## src/core/epi_map.svh

```systemverilog
// Widths, counts, field positions and channel and ID codes for the external port block
`ifndef EPI_MAP_SVH
`define EPI_MAP_SVH
`define EPI_DATA_W 48
`define EPI_ADDR_W 32
`define EPI_NBANK 4
`define EPI_NPROC 6
`define EPI_W32_LSB 16
`define EPI_W40_LSB 8
`define EPI_W16_LSB 16
`define EPI_BANK_LSB 26
`define EPI_DMA_CH_ONE 3'h7
`define EPI_DMA_CH_TWO 3'h6
`define EPI_ID_SINGLE 3'h0
`endif

```

## src/core/epi_pkg.sv

```systemverilog
// Types for the external port block
package epi_pkg;
	typedef enum logic [2:0] {
		EPI_FMT_W32 = 3'h1,
		EPI_FMT_W40 = 3'h2,
		EPI_FMT_W16 = 3'h4
	} epi_fmt_t;
	typedef enum logic [4:0] {
		EPI_IDLE = 5'h01,
		EPI_ADDR = 5'h02,
		EPI_STRB = 5'h04,
		EPI_HALT = 5'h08,
		EPI_HOST = 5'h10
	} epi_state_t;
endpackage : epi_pkg

```

## src/core/epi_lane.sv

```systemverilog
// Data lane placement for the three word formats
`timescale 1ns/1ps
`include "epi_map.svh"
module epi_lane (
	input wire epi_pkg::epi_fmt_t fmt,
	input wire logic [39:0] word_in,
	input wire logic [`EPI_DATA_W-1:0] bus_in,
	output logic [`EPI_DATA_W-1:0] bus_out,
	output logic [39:0] word_out
);
	import epi_pkg::*;
	always_comb begin
		bus_out = '0;
		word_out = '0;
		case (fmt)
			EPI_FMT_W40: begin
				bus_out[47:`EPI_W40_LSB] = word_in; // [RULE1]
				word_out = bus_in[47:`EPI_W40_LSB];
			end
			EPI_FMT_W16: begin
				bus_out[31:`EPI_W16_LSB] = word_in[15:0]; // [RULE1]
				word_out = {24'h000000, bus_in[31:`EPI_W16_LSB]};
			end
			default: begin
				bus_out[47:`EPI_W32_LSB] = word_in[31:0]; // [RULE1]
				word_out = {8'h00, bus_in[47:`EPI_W32_LSB]};
			end
		endcase
	end
endmodule : epi_lane

```

## src/core/epi_arb.sv

```systemverilog
// Multiprocessor bus arbitration, fixed or rotating priority
`timescale 1ns/1ps
`include "epi_map.svh"
module epi_arb (
	input wire logic mclk,
	input wire logic rst,
	input wire logic [2:0] node_number,
	input wire logic priority_rotation_select,
	input wire logic want_bus,
	input wire logic [`EPI_NPROC-1:0] arb_req_in_n,
	output logic arb_req_out_n,
	output logic arb_req_oe,
	output logic is_master
);
	import epi_pkg::*;
	logic [2:0] last_q, last_d;
	logic master_q, master_d;
	logic [`EPI_NPROC-1:0] reqs;
	logic [2:0] winner;
	logic any;
	logic [2:0] idx;
	// Own line is driven only in multiprocessor systems
	assign arb_req_oe = (node_number != `EPI_ID_SINGLE); // [RULE19]
	assign arb_req_out_n = ~want_bus;
	assign is_master = (node_number == `EPI_ID_SINGLE) ? want_bus : master_q;
	always_comb begin
		reqs = ~arb_req_in_n;
		if (node_number != `EPI_ID_SINGLE)
			reqs[node_number - 3'h1] = want_bus; // [RULE19]
		winner = 3'h0;
		any = 1'b0;
		idx = 3'h0;
		for (int i = `EPI_NPROC - 1; i >= 0; i--) begin
			if (priority_rotation_select) // [RULE20]
				idx = 3'((int'(last_q) + 1 + i) % `EPI_NPROC);
			else
				idx = 3'(i);
			if (reqs[idx]) begin
				winner = idx;
				any = 1'b1;
			end
		end
		// Sticky mastership: current master keeps bus while requesting
		master_d = master_q;
		last_d = last_q;
		if (!(master_q && want_bus)) begin
			master_d = any && (winner == node_number - 3'h1) && want_bus;
			if (any)
				last_d = winner;
		end
	end
	always_ff @(posedge mclk or posedge rst) begin
		if (rst) begin
			master_q <= 1'b0;
			last_q <= 3'h0;
		end else begin
			master_q <= master_d;
			last_q <= last_d;
		end
	end
endmodule : epi_arb

```

## src/core/epi_port.sv

```systemverilog
// External parallel port: strobes, selects, host grant, ready and DMA handshakes
`timescale 1ns/1ps
`include "epi_map.svh"
// Behaviour
// [RULE1] 32-bit words on bits 47-16, 40-bit on 47-8, 16-bit on 31-16.
// [RULE2] Bank selects are decoded address, switch with address, idle when no access.
// [RULE3] Conditional access asserts its bank select even when condition is false.
// [RULE4] Page output flags DRAM page crossing for bank 0 only, per page size.
// [RULE5] Device drives read strobe for own reads; external master drives it inward.
// [RULE6] Device drives write strobe for own writes; external master drives it inward.
// [RULE7] Address is valid before the rising edge of the address latch clock.
// [RULE8] Early write select goes with address; no later write strobe means aborted.
// [RULE9] Host synchronous writes assert the write select to mark a write.
// [RULE10] Far devices hold acknowledge low to stretch the device's access.
// [RULE11] As slave, pull acknowledge low for waits; master's input keeps last level.
// [RULE12] Bus suspend low tristates address, data, selects, strobes next cycle.
// [RULE13] Access during bus suspend halts and completes after suspend releases.
// [RULE14] Host request: master tristates bus and grants; host beats all processors.
// [RULE15] Host grant held low until host request released; others only monitor. Here any node with grant_q set drives it too.
// [RULE16] Host ready low adds waits; driven only with chip select and host request.
// [RULE17] Host ready open drain after reset; active drive when ready-drive bit set.
// [RULE18] DMA pair one serves channel 7, pair two serves channel 6.
// [RULE19] Drive only own bus request line chosen by node number; 000 is single.
// [RULE20] Rotating priority when select is high, fixed when low.
// [RULE21] System applies identical priority select to all, changed in same cycle.
// [RULE22] Slave core may assert shared open-drain core priority to preempt DMA.
module epi_port (
	input wire logic mclk,
	input wire logic rst,
	// Internal request side
	input wire logic req_valid,
	input wire logic req_write,
	input wire logic req_cond_false,
	input wire epi_pkg::epi_fmt_t req_fmt,
	input wire logic [`EPI_ADDR_W-1:0] req_addr,
	input wire logic [39:0] req_wdata,
	input wire logic [2:0] page_size_sel,
	input wire logic ready_drive_select,
	input wire logic slave_busy,
	input wire logic core_wants_bus,
	output logic req_done,
	output logic [39:0] rd_word,
	output logic core_halted,
	// Address and data pins
	input wire logic [`EPI_ADDR_W-1:0] addr_in,
	output logic [`EPI_ADDR_W-1:0] addr_out,
	output logic addr_oe,
	input wire logic [`EPI_DATA_W-1:0] data_in,
	output logic [`EPI_DATA_W-1:0] data_out,
	output logic data_oe,
	output logic [`EPI_NBANK-1:0] bank_select_n,
	output logic page,
	output logic address_latch_clock,
	// Strobes
	input wire logic rd_n_in,
	output logic rd_n_out,
	input wire logic wr_n_in,
	output logic wr_n_out,
	input wire logic sync_write_select_n_in,
	output logic sync_write_select_n_out,
	output logic strobe_oe,
	input wire logic ack_in,
	output logic ack_out,
	output logic ack_oe,
	input wire logic bus_suspend_n,
	// Host
	input wire logic host_bus_request_n,
	input wire logic host_cs_n,
	input wire logic host_grant_n_in,
	output logic host_grant_n_out,
	output logic host_grant_oe,
	output logic host_wait_ready_n,
	output logic host_wait_ready_oe,
	output logic host_access,
	output logic host_is_write,
	// DMA handshakes
	input wire logic dma_request_one_n,
	input wire logic dma_request_two_n,
	input wire logic dma_grant_one_cmd,
	input wire logic dma_grant_two_cmd,
	output logic [2:0] dma_req_chan,
	output logic dma_req_valid,
	output logic dma_grant_one_n,
	output logic dma_grant_two_n,
	// Multiprocessor
	input wire logic [2:0] node_number,
	input wire logic priority_rotation_select,
	input wire logic [`EPI_NPROC-1:0] arbitration_request_n_in,
	output logic arbitration_request_n_out,
	output logic arbitration_request_oe,
	input wire logic core_priority_n_in,
	output logic core_priority_oe,
	output logic dma_preempted
);
	import epi_pkg::*;
	epi_state_t st_q, st_d;
	logic [`EPI_ADDR_W-1:0] addr_q, addr_d;
	logic [`EPI_DATA_W-1:0] dout_q, dout_d;
	logic [`EPI_NBANK-1:0] bank_q, bank_d;
	logic page_q, page_d, rd_q, rd_d, wr_q, wr_d, sw_q, sw_d;
	logic write_q, write_d, cond_q, cond_d;
	logic susp_q, susp_d, grant_q, grant_d, alck_q, alck_d;
	logic [`EPI_ADDR_W-1:0] last_row_q, last_row_d;
	logic row_valid_q, row_valid_d;
	logic [39:0] rword_q, rword_d;
	epi_fmt_t fmt_q, fmt_d;
	epi_fmt_t lane_fmt;
	logic done_q, done_d;
	logic [`EPI_DATA_W-1:0] lane_bus;
	logic [39:0] lane_word;
	logic is_master, want_bus, host_req, drive_bus;

	function automatic logic [`EPI_NBANK-1:0] bank_decode(input logic [`EPI_ADDR_W-1:0] a);
		logic [`EPI_NBANK-1:0] sel;
		sel = '1;
		if (a[`EPI_ADDR_W-1:`EPI_BANK_LSB + 2] == '0)
			sel[a[`EPI_BANK_LSB +: 2]] = 1'b0;
		return sel;
	endfunction : bank_decode

	// Page size is a power of two words selected by page_size_sel
	function automatic logic [`EPI_ADDR_W-1:0] row_of(input logic [`EPI_ADDR_W-1:0] a,
		input logic [2:0] sz);
		return a >> (5'h8 + {2'h0, sz});
	endfunction : row_of

	// Writes are placed at take time; reads unpack with the format stored then
	always_comb begin
		if (st_q == EPI_IDLE)
			lane_fmt = req_fmt;
		else
			lane_fmt = fmt_q;
	end

	epi_lane u_lane (
		.fmt(lane_fmt),
		.word_in(req_wdata),
		.bus_in(data_in),
		.bus_out(lane_bus),
		.word_out(lane_word)
	);

	epi_arb u_arb (
		.mclk(mclk),
		.rst(rst),
		.node_number(node_number),
		.priority_rotation_select(priority_rotation_select), // [RULE21]
		.want_bus(want_bus),
		.arb_req_in_n(arbitration_request_n_in),
		.arb_req_out_n(arbitration_request_n_out),
		.arb_req_oe(arbitration_request_oe),
		.is_master(is_master)
	);

	assign host_req = ~host_bus_request_n;
	assign want_bus = (req_valid || st_q != EPI_IDLE) && !grant_q;
	// Suspend and host grant both float the bus
	assign drive_bus = is_master && !susp_q && !grant_q; // [RULE12] [RULE14]
	assign addr_out = addr_q;
	assign data_out = dout_q;
	assign addr_oe = drive_bus;
	assign data_oe = drive_bus && write_q && (st_q == EPI_STRB);
	assign strobe_oe = drive_bus;
	assign bank_select_n = drive_bus ? bank_q : '1;
	assign page = page_q;
	assign rd_n_out = rd_q; // [RULE5]
	assign wr_n_out = wr_q; // [RULE6]
	assign sync_write_select_n_out = sw_q;
	assign address_latch_clock = alck_q; // [RULE7]
	assign req_done = done_q;
	assign rd_word = rword_q;
	assign core_halted = (st_q == EPI_HALT); // [RULE13]
	// The master and any node holding grant_q drive grant; others float it, and host_grant_n_in is never read
	assign host_grant_n_out = ~grant_q; // [RULE15]
	assign host_grant_oe = is_master || grant_q; // [RULE15]
	// Inbound access by an outside master; write flagged by sync write select
	assign host_access = !is_master && (!rd_n_in || !wr_n_in);
	assign host_is_write = !sync_write_select_n_in || !wr_n_in; // [RULE9]
	assign ack_out = 1'b0;
	assign ack_oe = host_access && slave_busy; // [RULE11]
	assign host_wait_ready_n = ~(ready_drive_select ? 1'b1 : 1'b0) | slave_busy ? 1'b0 : 1'b1;
	// Open drain only pulls low; active drive also drives high
	assign host_wait_ready_oe = !host_cs_n && host_req &&
		(slave_busy || ready_drive_select); // [RULE16] [RULE17]
	assign dma_req_valid = !dma_request_one_n || !dma_request_two_n;
	assign dma_req_chan = !dma_request_one_n ? `EPI_DMA_CH_ONE : `EPI_DMA_CH_TWO; // [RULE18]
	assign dma_grant_one_n = ~dma_grant_one_cmd; // [RULE18]
	assign dma_grant_two_n = ~dma_grant_two_cmd; // [RULE18]
	assign core_priority_oe = !is_master && core_wants_bus; // [RULE22]
	assign dma_preempted = is_master && !core_priority_n_in; // [RULE22]

	always_comb begin
		st_d = st_q;
		addr_d = addr_q;
		dout_d = dout_q;
		bank_d = '1;
		page_d = 1'b0;
		rd_d = 1'b1;
		wr_d = 1'b1;
		sw_d = 1'b1;
		write_d = write_q;
		cond_d = cond_q;
		fmt_d = fmt_q;
		rword_d = rword_q;
		done_d = 1'b0;
		alck_d = ~alck_q;
		last_row_d = last_row_q;
		row_valid_d = row_valid_q;
		susp_d = !bus_suspend_n; // [RULE12]
		// Host wins over all processor requests and holds until release
		grant_d = host_req && (grant_q || st_q == EPI_IDLE || !is_master); // [RULE14]
		case (st_q)
			EPI_IDLE: begin
				if (req_valid && !grant_d) begin
					addr_d = req_addr;
					dout_d = lane_bus;
					write_d = req_write;
					cond_d = req_cond_false;
					fmt_d = req_fmt;
					// Selects and early write select switch together with the address
					bank_d = bank_decode(req_addr); // [RULE2] [RULE3]
					sw_d = ~req_write; // [RULE8]
					// Latch clock held low so it never rises while the address moves
					alck_d = 1'b0; // [RULE7]
					st_d = !bus_suspend_n ? EPI_HALT : EPI_ADDR; // [RULE13]
				end
			end
			EPI_HALT: begin
				bank_d = bank_q;
				sw_d = sw_q;
				alck_d = 1'b0;
				if (bus_suspend_n)
					st_d = EPI_ADDR; // [RULE13]
			end
			EPI_ADDR: begin
				bank_d = bank_q;
				sw_d = sw_q;
				alck_d = 1'b0;
				if (is_master) begin
					alck_d = 1'b1; // [RULE7]
					// Strobes open with the strobe state so ack is judged on a live strobe
					// False condition keeps selects but withholds strobes
					rd_d = write_q || cond_q; // [RULE5]
					wr_d = !write_q || cond_q; // [RULE6] [RULE8]
					if (bank_q == 4'he) begin
						page_d = row_valid_q &&
							(row_of(addr_q, page_size_sel) != last_row_q); // [RULE4]
						last_row_d = row_of(addr_q, page_size_sel);
						row_valid_d = 1'b1;
					end
					st_d = EPI_STRB;
				end
			end
			EPI_STRB: begin
				bank_d = bank_q; // [RULE3]
				sw_d = sw_q;
				alck_d = 1'b1; // [RULE7]
				rd_d = rd_q;
				wr_d = wr_q;
				if (ack_in && !susp_q) begin // [RULE10]
					bank_d = '1; // [RULE2]
					sw_d = 1'b1;
					rd_d = 1'b1;
					wr_d = 1'b1;
					if (!write_q && !cond_q)
						rword_d = lane_word;
					done_d = 1'b1;
					st_d = EPI_IDLE;
				end
			end
			default: st_d = EPI_IDLE;
		endcase
	end

	always_ff @(posedge mclk or posedge rst) begin
		if (rst) begin
			st_q <= EPI_IDLE;
			addr_q <= '0;
			dout_q <= '0;
			bank_q <= '1;
			page_q <= 1'b0;
			rd_q <= 1'b1;
			wr_q <= 1'b1;
			sw_q <= 1'b1;
			write_q <= 1'b0;
			cond_q <= 1'b0;
			fmt_q <= EPI_FMT_W32;
			rword_q <= '0;
			done_q <= 1'b0;
			alck_q <= 1'b0;
			last_row_q <= '0;
			row_valid_q <= 1'b0;
			susp_q <= 1'b0;
			grant_q <= 1'b0;
		end else begin
			st_q <= st_d;
			addr_q <= addr_d;
			dout_q <= dout_d;
			bank_q <= bank_d;
			page_q <= page_d;
			rd_q <= rd_d;
			wr_q <= wr_d;
			sw_q <= sw_d;
			write_q <= write_d;
			cond_q <= cond_d;
			fmt_q <= fmt_d;
			rword_q <= rword_d;
			done_q <= done_d;
			alck_q <= alck_d;
			last_row_q <= last_row_d;
			row_valid_q <= row_valid_d;
			susp_q <= susp_d;
			grant_q <= grant_d;
		end
	end
endmodule : epi_port

```

## config.mk

```make
export PLATFORM = sky130hd
export DESIGN_NAME = epi_port
export DESIGN_NICKNAME = d
export VERILOG_FILES = /design/src/core/epi_pkg.sv /design/src/core/epi_lane.sv /design/src/core/epi_arb.sv /design/src/core/epi_port.sv
export VERILOG_INCLUDE_DIRS = /design/src /design/src/core
export SDC_FILE = /design/constraint.sdc
export NUM_CORES = 1
export LEC_CHECK = 0
export ABC_AREA = 1
export BUFFER_PORTS_ARGS = -buffer_cell sky130_fd_sc_hd__buf_2
export CAP_MARGIN = 25
export CORE_UTILIZATION = 45
export CTS_CLUSTER_DIAMETER = 200
export DETAILED_ROUTE_END_ITERATION = 12
export MAX_ROUTING_LAYER = met4
export PLACE_DENSITY = 0.75
export SLEW_MARGIN = 25
export SYNTH_ARGS = -nofsm -noshare
export SYNTH_HDL_FRONTEND = slang
export SYNTH_HIERARCHICAL = 1
export SYNTH_SLANG_ARGS = --single-unit
```

## constraint.sdc

```tcl
create_clock -name mclk -period 6 [get_ports mclk]
set_input_delay 0.6 -clock mclk [delete_from_list [all_inputs] [get_ports mclk]]
set_output_delay 0.6 -clock mclk [all_outputs]
set_load 0.05 [all_outputs]
```

Yosys cells after proc, flatten, opt, wreduce, memory -nomap -nowiden
Index checks and enable logic that the tools add are counted.
{ "op_classes": {"reduce_logical": 55, "n_bitwise": 13, "magnitude_cmp": 10, "n_addsub": 8, "n_div": 6, "n_eq_ne": 14, "shifts": 1, "mux": 71} }
{ "op_table": {"columns": ["op", "count"], "rows": [
  ["$mod A32 B4 Y32 const B", 6],
  ["$pmux W40 S2", 1],
  ["$add A32 B3 Y32 const B", 2],
  ["$add A32 B4 Y32 const B", 2],
  ["$mux W3", 13],
  ["$add A32 B2 Y32 const B", 1],
  ["$ne A32 B32 Y1", 1],
  ["$pmux W16 S2", 1],
  ["$shr A32 B5 Y32", 1],
  ["$mux W1", 29],
  ["$lt A3 B4 Y1 const B", 7],
  ["$logic_and A1 B1 Y1", 21],
  ["$mux W4", 5],
  ["$mux W5", 4],
  ["$pmux W5 S4", 1],
  ["$bmux W1 S3", 6],
  ["$mux W16", 1],
  ["$logic_not A1 Y1", 14],
  ["$pmux W4 S3", 1],
  ["$logic_or A1 B1 Y1", 10],
  ["$not A1 Y1", 10],
  ["$mux W8", 1],
  ["$bwmux W6", 1],
  ["$mux W6", 1],
  ["other kinds (32)", 38]
]} }
{ "totals": {"input_bits": 189, "regBits": 171, "elab_cells": 198, "out_inout_bits": 152} }

Logic depth before layout (Yosys ltp)
{ "depth": {"depth_word": 18, "mapped_depth": 32, "mapped_depth_nobuf": 31} }

Hierarchy
Netlist, hierarchy kept.
{ "by_module_without_submodules": {"columns": ["module", "instances", "area_each_um2", "cells_each", "seq_area_each_um2"], "rows": [
  ["epi_port", 1, 7917.6, 935, 4165.2],
  ["epi_arb", 1, 1969.4, 371, 100.1],
  ["epi_lane", 1, 1081.0, 257, 0.0]
]} }

Worst setup path before layout
No wires, ideal clock.
{ "synth_path": {"path_kind": "register -> output", "start": "register grant_q", "end": "output data_oe", "path_slack_ns": 1.057, "stages_incl_launch_ff": 10, "t_required_ns": 5.400, "arrival_time_ns": 4.343, "path_buffers": 0, "path_cell_list": "dfrtp_1 -> inv_1 -> o21ai_0 -> inv_1 -> inv_1 -> o21ai_0 -> inv_1 -> nor3_1 -> inv_1 -> nor3_1"} }
{ "synth_between": {"elab_chain_cells": 7} }
{ "synth_rtl": {"columns": ["element", "line_no", "rtl"], "rows": [
  ["from (decl)", "epi_port.sv:102", "logic susp_q, susp_d, grant_q, grant_d, alck_q, alck_d;"],
  ["from (signal assigned)", "epi_port.sv:313", "grant_q <= grant_d;"],
  ["$logic_not A1 Y1", "epi_port.sv:156", "assign want_bus = (req_valid || st_q != EPI_IDLE) && !grant_q;"],
  ["$logic_and A1 B1 Y1", "epi_port.sv:156", null],
  ["via want_bus", "epi_port.sv:111", "logic is_master, want_bus, host_req, drive_bus;"],
  ["$mux W1", "epi_arb.sv:25", "assign is_master = (node_number == `EPI_ID_SINGLE) ? want_bus : master_q;"],
  ["via is_master", "epi_port.sv:111", null],
  ["$logic_and A1 B1 Y1 (2 in a row)", "epi_port.sv:158", "assign drive_bus = is_master && !susp_q && !grant_q;"],
  ["via addr_oe", "epi_port.sv:47", "output logic addr_oe,"],
  ["$logic_and A1 B1 Y1 (2 in a row)", "epi_port.sv:162", "assign data_oe = drive_bus && write_q && (st_q == EPI_STRB);"],
  ["to (decl)", "epi_port.sv:50", "output logic data_oe,"]
]} }
The timed path passes the listed nets, and every way through them passes these cells.

Worst setup path after layout
{ "layout_path": {"start": "register st_q[3]", "end": "output data_oe"} }
{ "layout_between": {"elab_chain_cells": 8, "word_cells_on_any_way": 9, "classes_between": "eq/ne: 2; mux: 1; reduce/logical: 6"} }
{ "layout_rtl": {"columns": ["element", "line_no", "rtl"], "rows": [
  ["from (decl)", "epi_port.sv:96", "epi_state_t st_q, st_d;"],
  ["from (signal assigned)", "epi_port.sv:296", "st_q <= st_d;"],
  ["$ne A5 B1 Y1", "epi_port.sv:156", null],
  ["$logic_or A1 B1 Y1", "epi_port.sv:156", null],
  ["$logic_and A1 B1 Y1", "epi_port.sv:156", null],
  ["via want_bus", "epi_port.sv:111", null],
  ["$mux W1", "epi_arb.sv:25", null],
  ["via is_master", "epi_port.sv:111", null],
  ["$logic_and A1 B1 Y1 (2 in a row)", "epi_port.sv:158", null],
  ["$logic_and A1 B1 Y1 (2 in a row)", "epi_port.sv:162", null]
]} }
The timed path passes the listed nets, and every way through them passes these cells.

==> metrics <==
total CTS buffers 17; most common cell in the netlist nand2_1; Final Slew Violations 0; # setup viols final 0; share of the clock period used by the worst path 71.8%; drt first pass iters 5; Worst path max stage delay 0.73 ns; CTS resizes 0; CTS max path bufs 2; Port Buf Inserts 296; top post-synthesis cells by area dfrtp_1 37%, nand2_1 24%, nand3_1 8.9%; Root Driver clkbuf_16; worst hold path type input port to asynchronous set/reset pin; CP Depth 13; EDFF count, synth 0; maxcap violations 0; VDD IR-drop max 310 µV; final hold violations 0; Worst setup SP type flop; f_max 232 MHz; die height 158 µm; WP data required 5.40 ns; Tmin final 4.31 ns; CP Launch Point st_q[3]; die area 25000 µm²; number of global-route vias before repair 10.4k; Clock Skew 0.0156 ns; depth of the most critical reg-to-reg path 22; RSZ-0062 raised after global routing no; Die Span X 158 µm; DRC viols 0; insertion delay to the later sink of the worst-skew pair 0.44 ns; Worst Setup EP data_oe; Synth Cell Area 11000 µm²; Seq/Total Area, Yosys 38.9%; Seq cells post-synth 170; Worst path most repeated cell inv_1; wire per inst 14.7 µm; Power Dens Cells 541 nW/µm²; delay-heaviest family, CP buffers and inverters; total global routing overflow 0; FP Rows 56; Core Box Area 23700 µm²; Clk pin slew, worst setup/hold paths 0.08 ns; vias per inst 5.06; Mean Syn Cell Area 7.02 µm²; Finished Cell Area 13100 µm²; DP Area 12500 µm²; worst hold slack 0.107 ns; share of the synthesized area in the top cell type 36.7%; fin nets 2030; slowest CP cell o21ai_0; leakage 0.00777 µW; reg-to-reg endpoint u_arb/master_q; drt total wl 31800 µm; first-pass GRT wire length 51000 µm; via count 10.9k; Slew @ Worst Pin 0.944 ns; antenna violations before repair 6; CP arrival 3.71 ns; largest net degree at the start of global routing 101; ANT nets after route 0; Final TNS setup 0 ns; CP Buf/Inv Count 7; YS warnings 6; r2r setup slk 1.74 ns; Ports 341; start of the worst register-to-register path u_arb/last_q[0]; HPWL Detailed 23000 µm; GRT Util Overall 26.8%; Layout Utilization 55.5%; CTS tree built; layout cell share with drive strength beyond 1 24.2%; Cells after Synth 1563; clock sink total 170; CP Capture Type primary output; post-synth cell types 48; H-tree depth 4; Post-synth top cells 694 x nand2_1, 194 x nand3_1, 161 x dfrtp_1; worst-path fanout max 8; CP Cell Sequence nor2_1 -> inv_1 -> nor3_4 -> inv_1 -> o21ai_0 -> inv_1 -> inv_1 -> o21ai_0 -> inv_1 -> nor3_1 -> inv_1 -> nor3_1 -> buf_2; cell taking the most area after synthesis dfrtp_1; Synth Flop Type dfrtp_1; status finished, final reports clean; Starting DRT DRC Count 775; # fillers 2331; hold_buf cts 0; Initial Utilization 46.3%; headroom to the max-slew limit 36.6%; asr flop ratio synth 100%; synthesis-to-layout area growth 19.8%; Post-CTS Setup Repair Bufs 0; global placement routability congestion 0.888; Setup CP Type flop to primary output
worst reg2reg max path, cell delays in order, from the launching register on:
cell	delay (ns)
dfrtp_1	0.51
inv_2	0.15
ha_1	0.58
clkinv_1	0.40
ha_1	0.35
or2_2	0.30
ha_1	0.27
nor2_1	0.10
nand2_1	0.06
o22ai_1	0.24
nand3_1	0.17
nand3_1	0.13
nand2_1	0.07
nand3_2	0.09
o21ai_2	0.10
nor3_1	0.13
nand3_1	0.15
nand2_1	0.09
inv_1	0.04
nand2_1	0.05
nor2_1	0.04
nand3_1	0.08
nand2_1	0.05
area by class of cell:
| cell class | count | area (µm²) | share of cell area (%) |
|---|---|---|---|
| clock inverter | 15 | 194 | 1.48 |
| clock buffer | 17 | 425 | 3.24 |
| multi-input combinational | 1190 | 5750 | 43.8 |
| tap | 319 | 399 | 3.04 |
| timing repair buffer | 305 | 1560 | 11.9 |
| antenna | 6 | 15.0 | 0.114 |
| sequential | 170 | 4270 | 32.5 |
| inverter | 137 | 522 | 3.97 |
sequential cells by signal (all words and copies together), names as in the netlist, 3 cells and up:
name          cells
rd_word          40
fmt_q             3
addr_out         32
bank_q            4
st_q              4
data_out         48
last_row_q       24
u_arb/last_q      3
per-stage QoR:
stage	setup WS (ns)	cells	total power [µW]
final	1.69	2159	7110
after global routing	1.39	2159	7700
after CTS	1.73	2152	7130
after detailed placement	1.76	2120	5930
after global placement	1.80	2120	5850
after floorplan	0.925	1571	5020
worst min-delay path by stage:
stage / to / depth (start not counted) / slack [ns]
5_1_grt: u_arb/last_q[1] / 2 / 0.10
6_report: u_arb/last_q[1] / 2 / 0.11
2_1_floorplan: u_arb/last_q[0] / 1 / 0.37
4_1_cts: u_arb/last_q[1] / 2 / 0.08
3_3_place_gp: row_valid_q / 2 / 0.43
3_5_place_dp: row_valid_q / 2 / 0.44
kinds of logic after synthesis:
logic type	share of synthesized area, %
and+or+nand+nor	39.6
muxes	5.48
DFF	38.9
buffers and inverters	9.01
other	0.103
xor gates and xnor gates	0.240
adders and majority gates	2.28
AOI/OAI and AO/OA	4.37
routing by layer:
metal / up-vias / track usage [%] / routed length (µm)
met5: - / - / 0
met4: 0 / 10.5 / 875
met3: 53 / 5.47 / 1950
met2: 384 / 43.0 / 15600
met1: 5038 / 32.9 / 13400
li1: 5445 / - / -
power by group:
group,total (µW),internal [µW],switching (µW)
Sequential,1700,1450,250
Combinational,4250,1170,3080
Clock,1160,607,556
Total,7110,3230,3880
placed cells by master, fill, tap and decap left out, drive strengths merged, types with 2 or more instances in the layout:
master,synthesis,routed
nand2,709,709
buf,65,305
nand3,201,201
dfrtp,161,161
inv,136,144
nor2,80,80
o21ai,53,53
mux2,40,40
ha,20,20
a21oi,19,19
clkbuf,9,17
nand4,16,16
conb,3,11
nor3,10,10
dfstp,9,9
clkinv,1,7
diode,0,6
or2,6,6
a31oi,4,4
nand3b,3,3
xor2,3,3
and2,3,3
o211ai,2,2
nor4,2,2
Power figures use the tool's default switching activity.
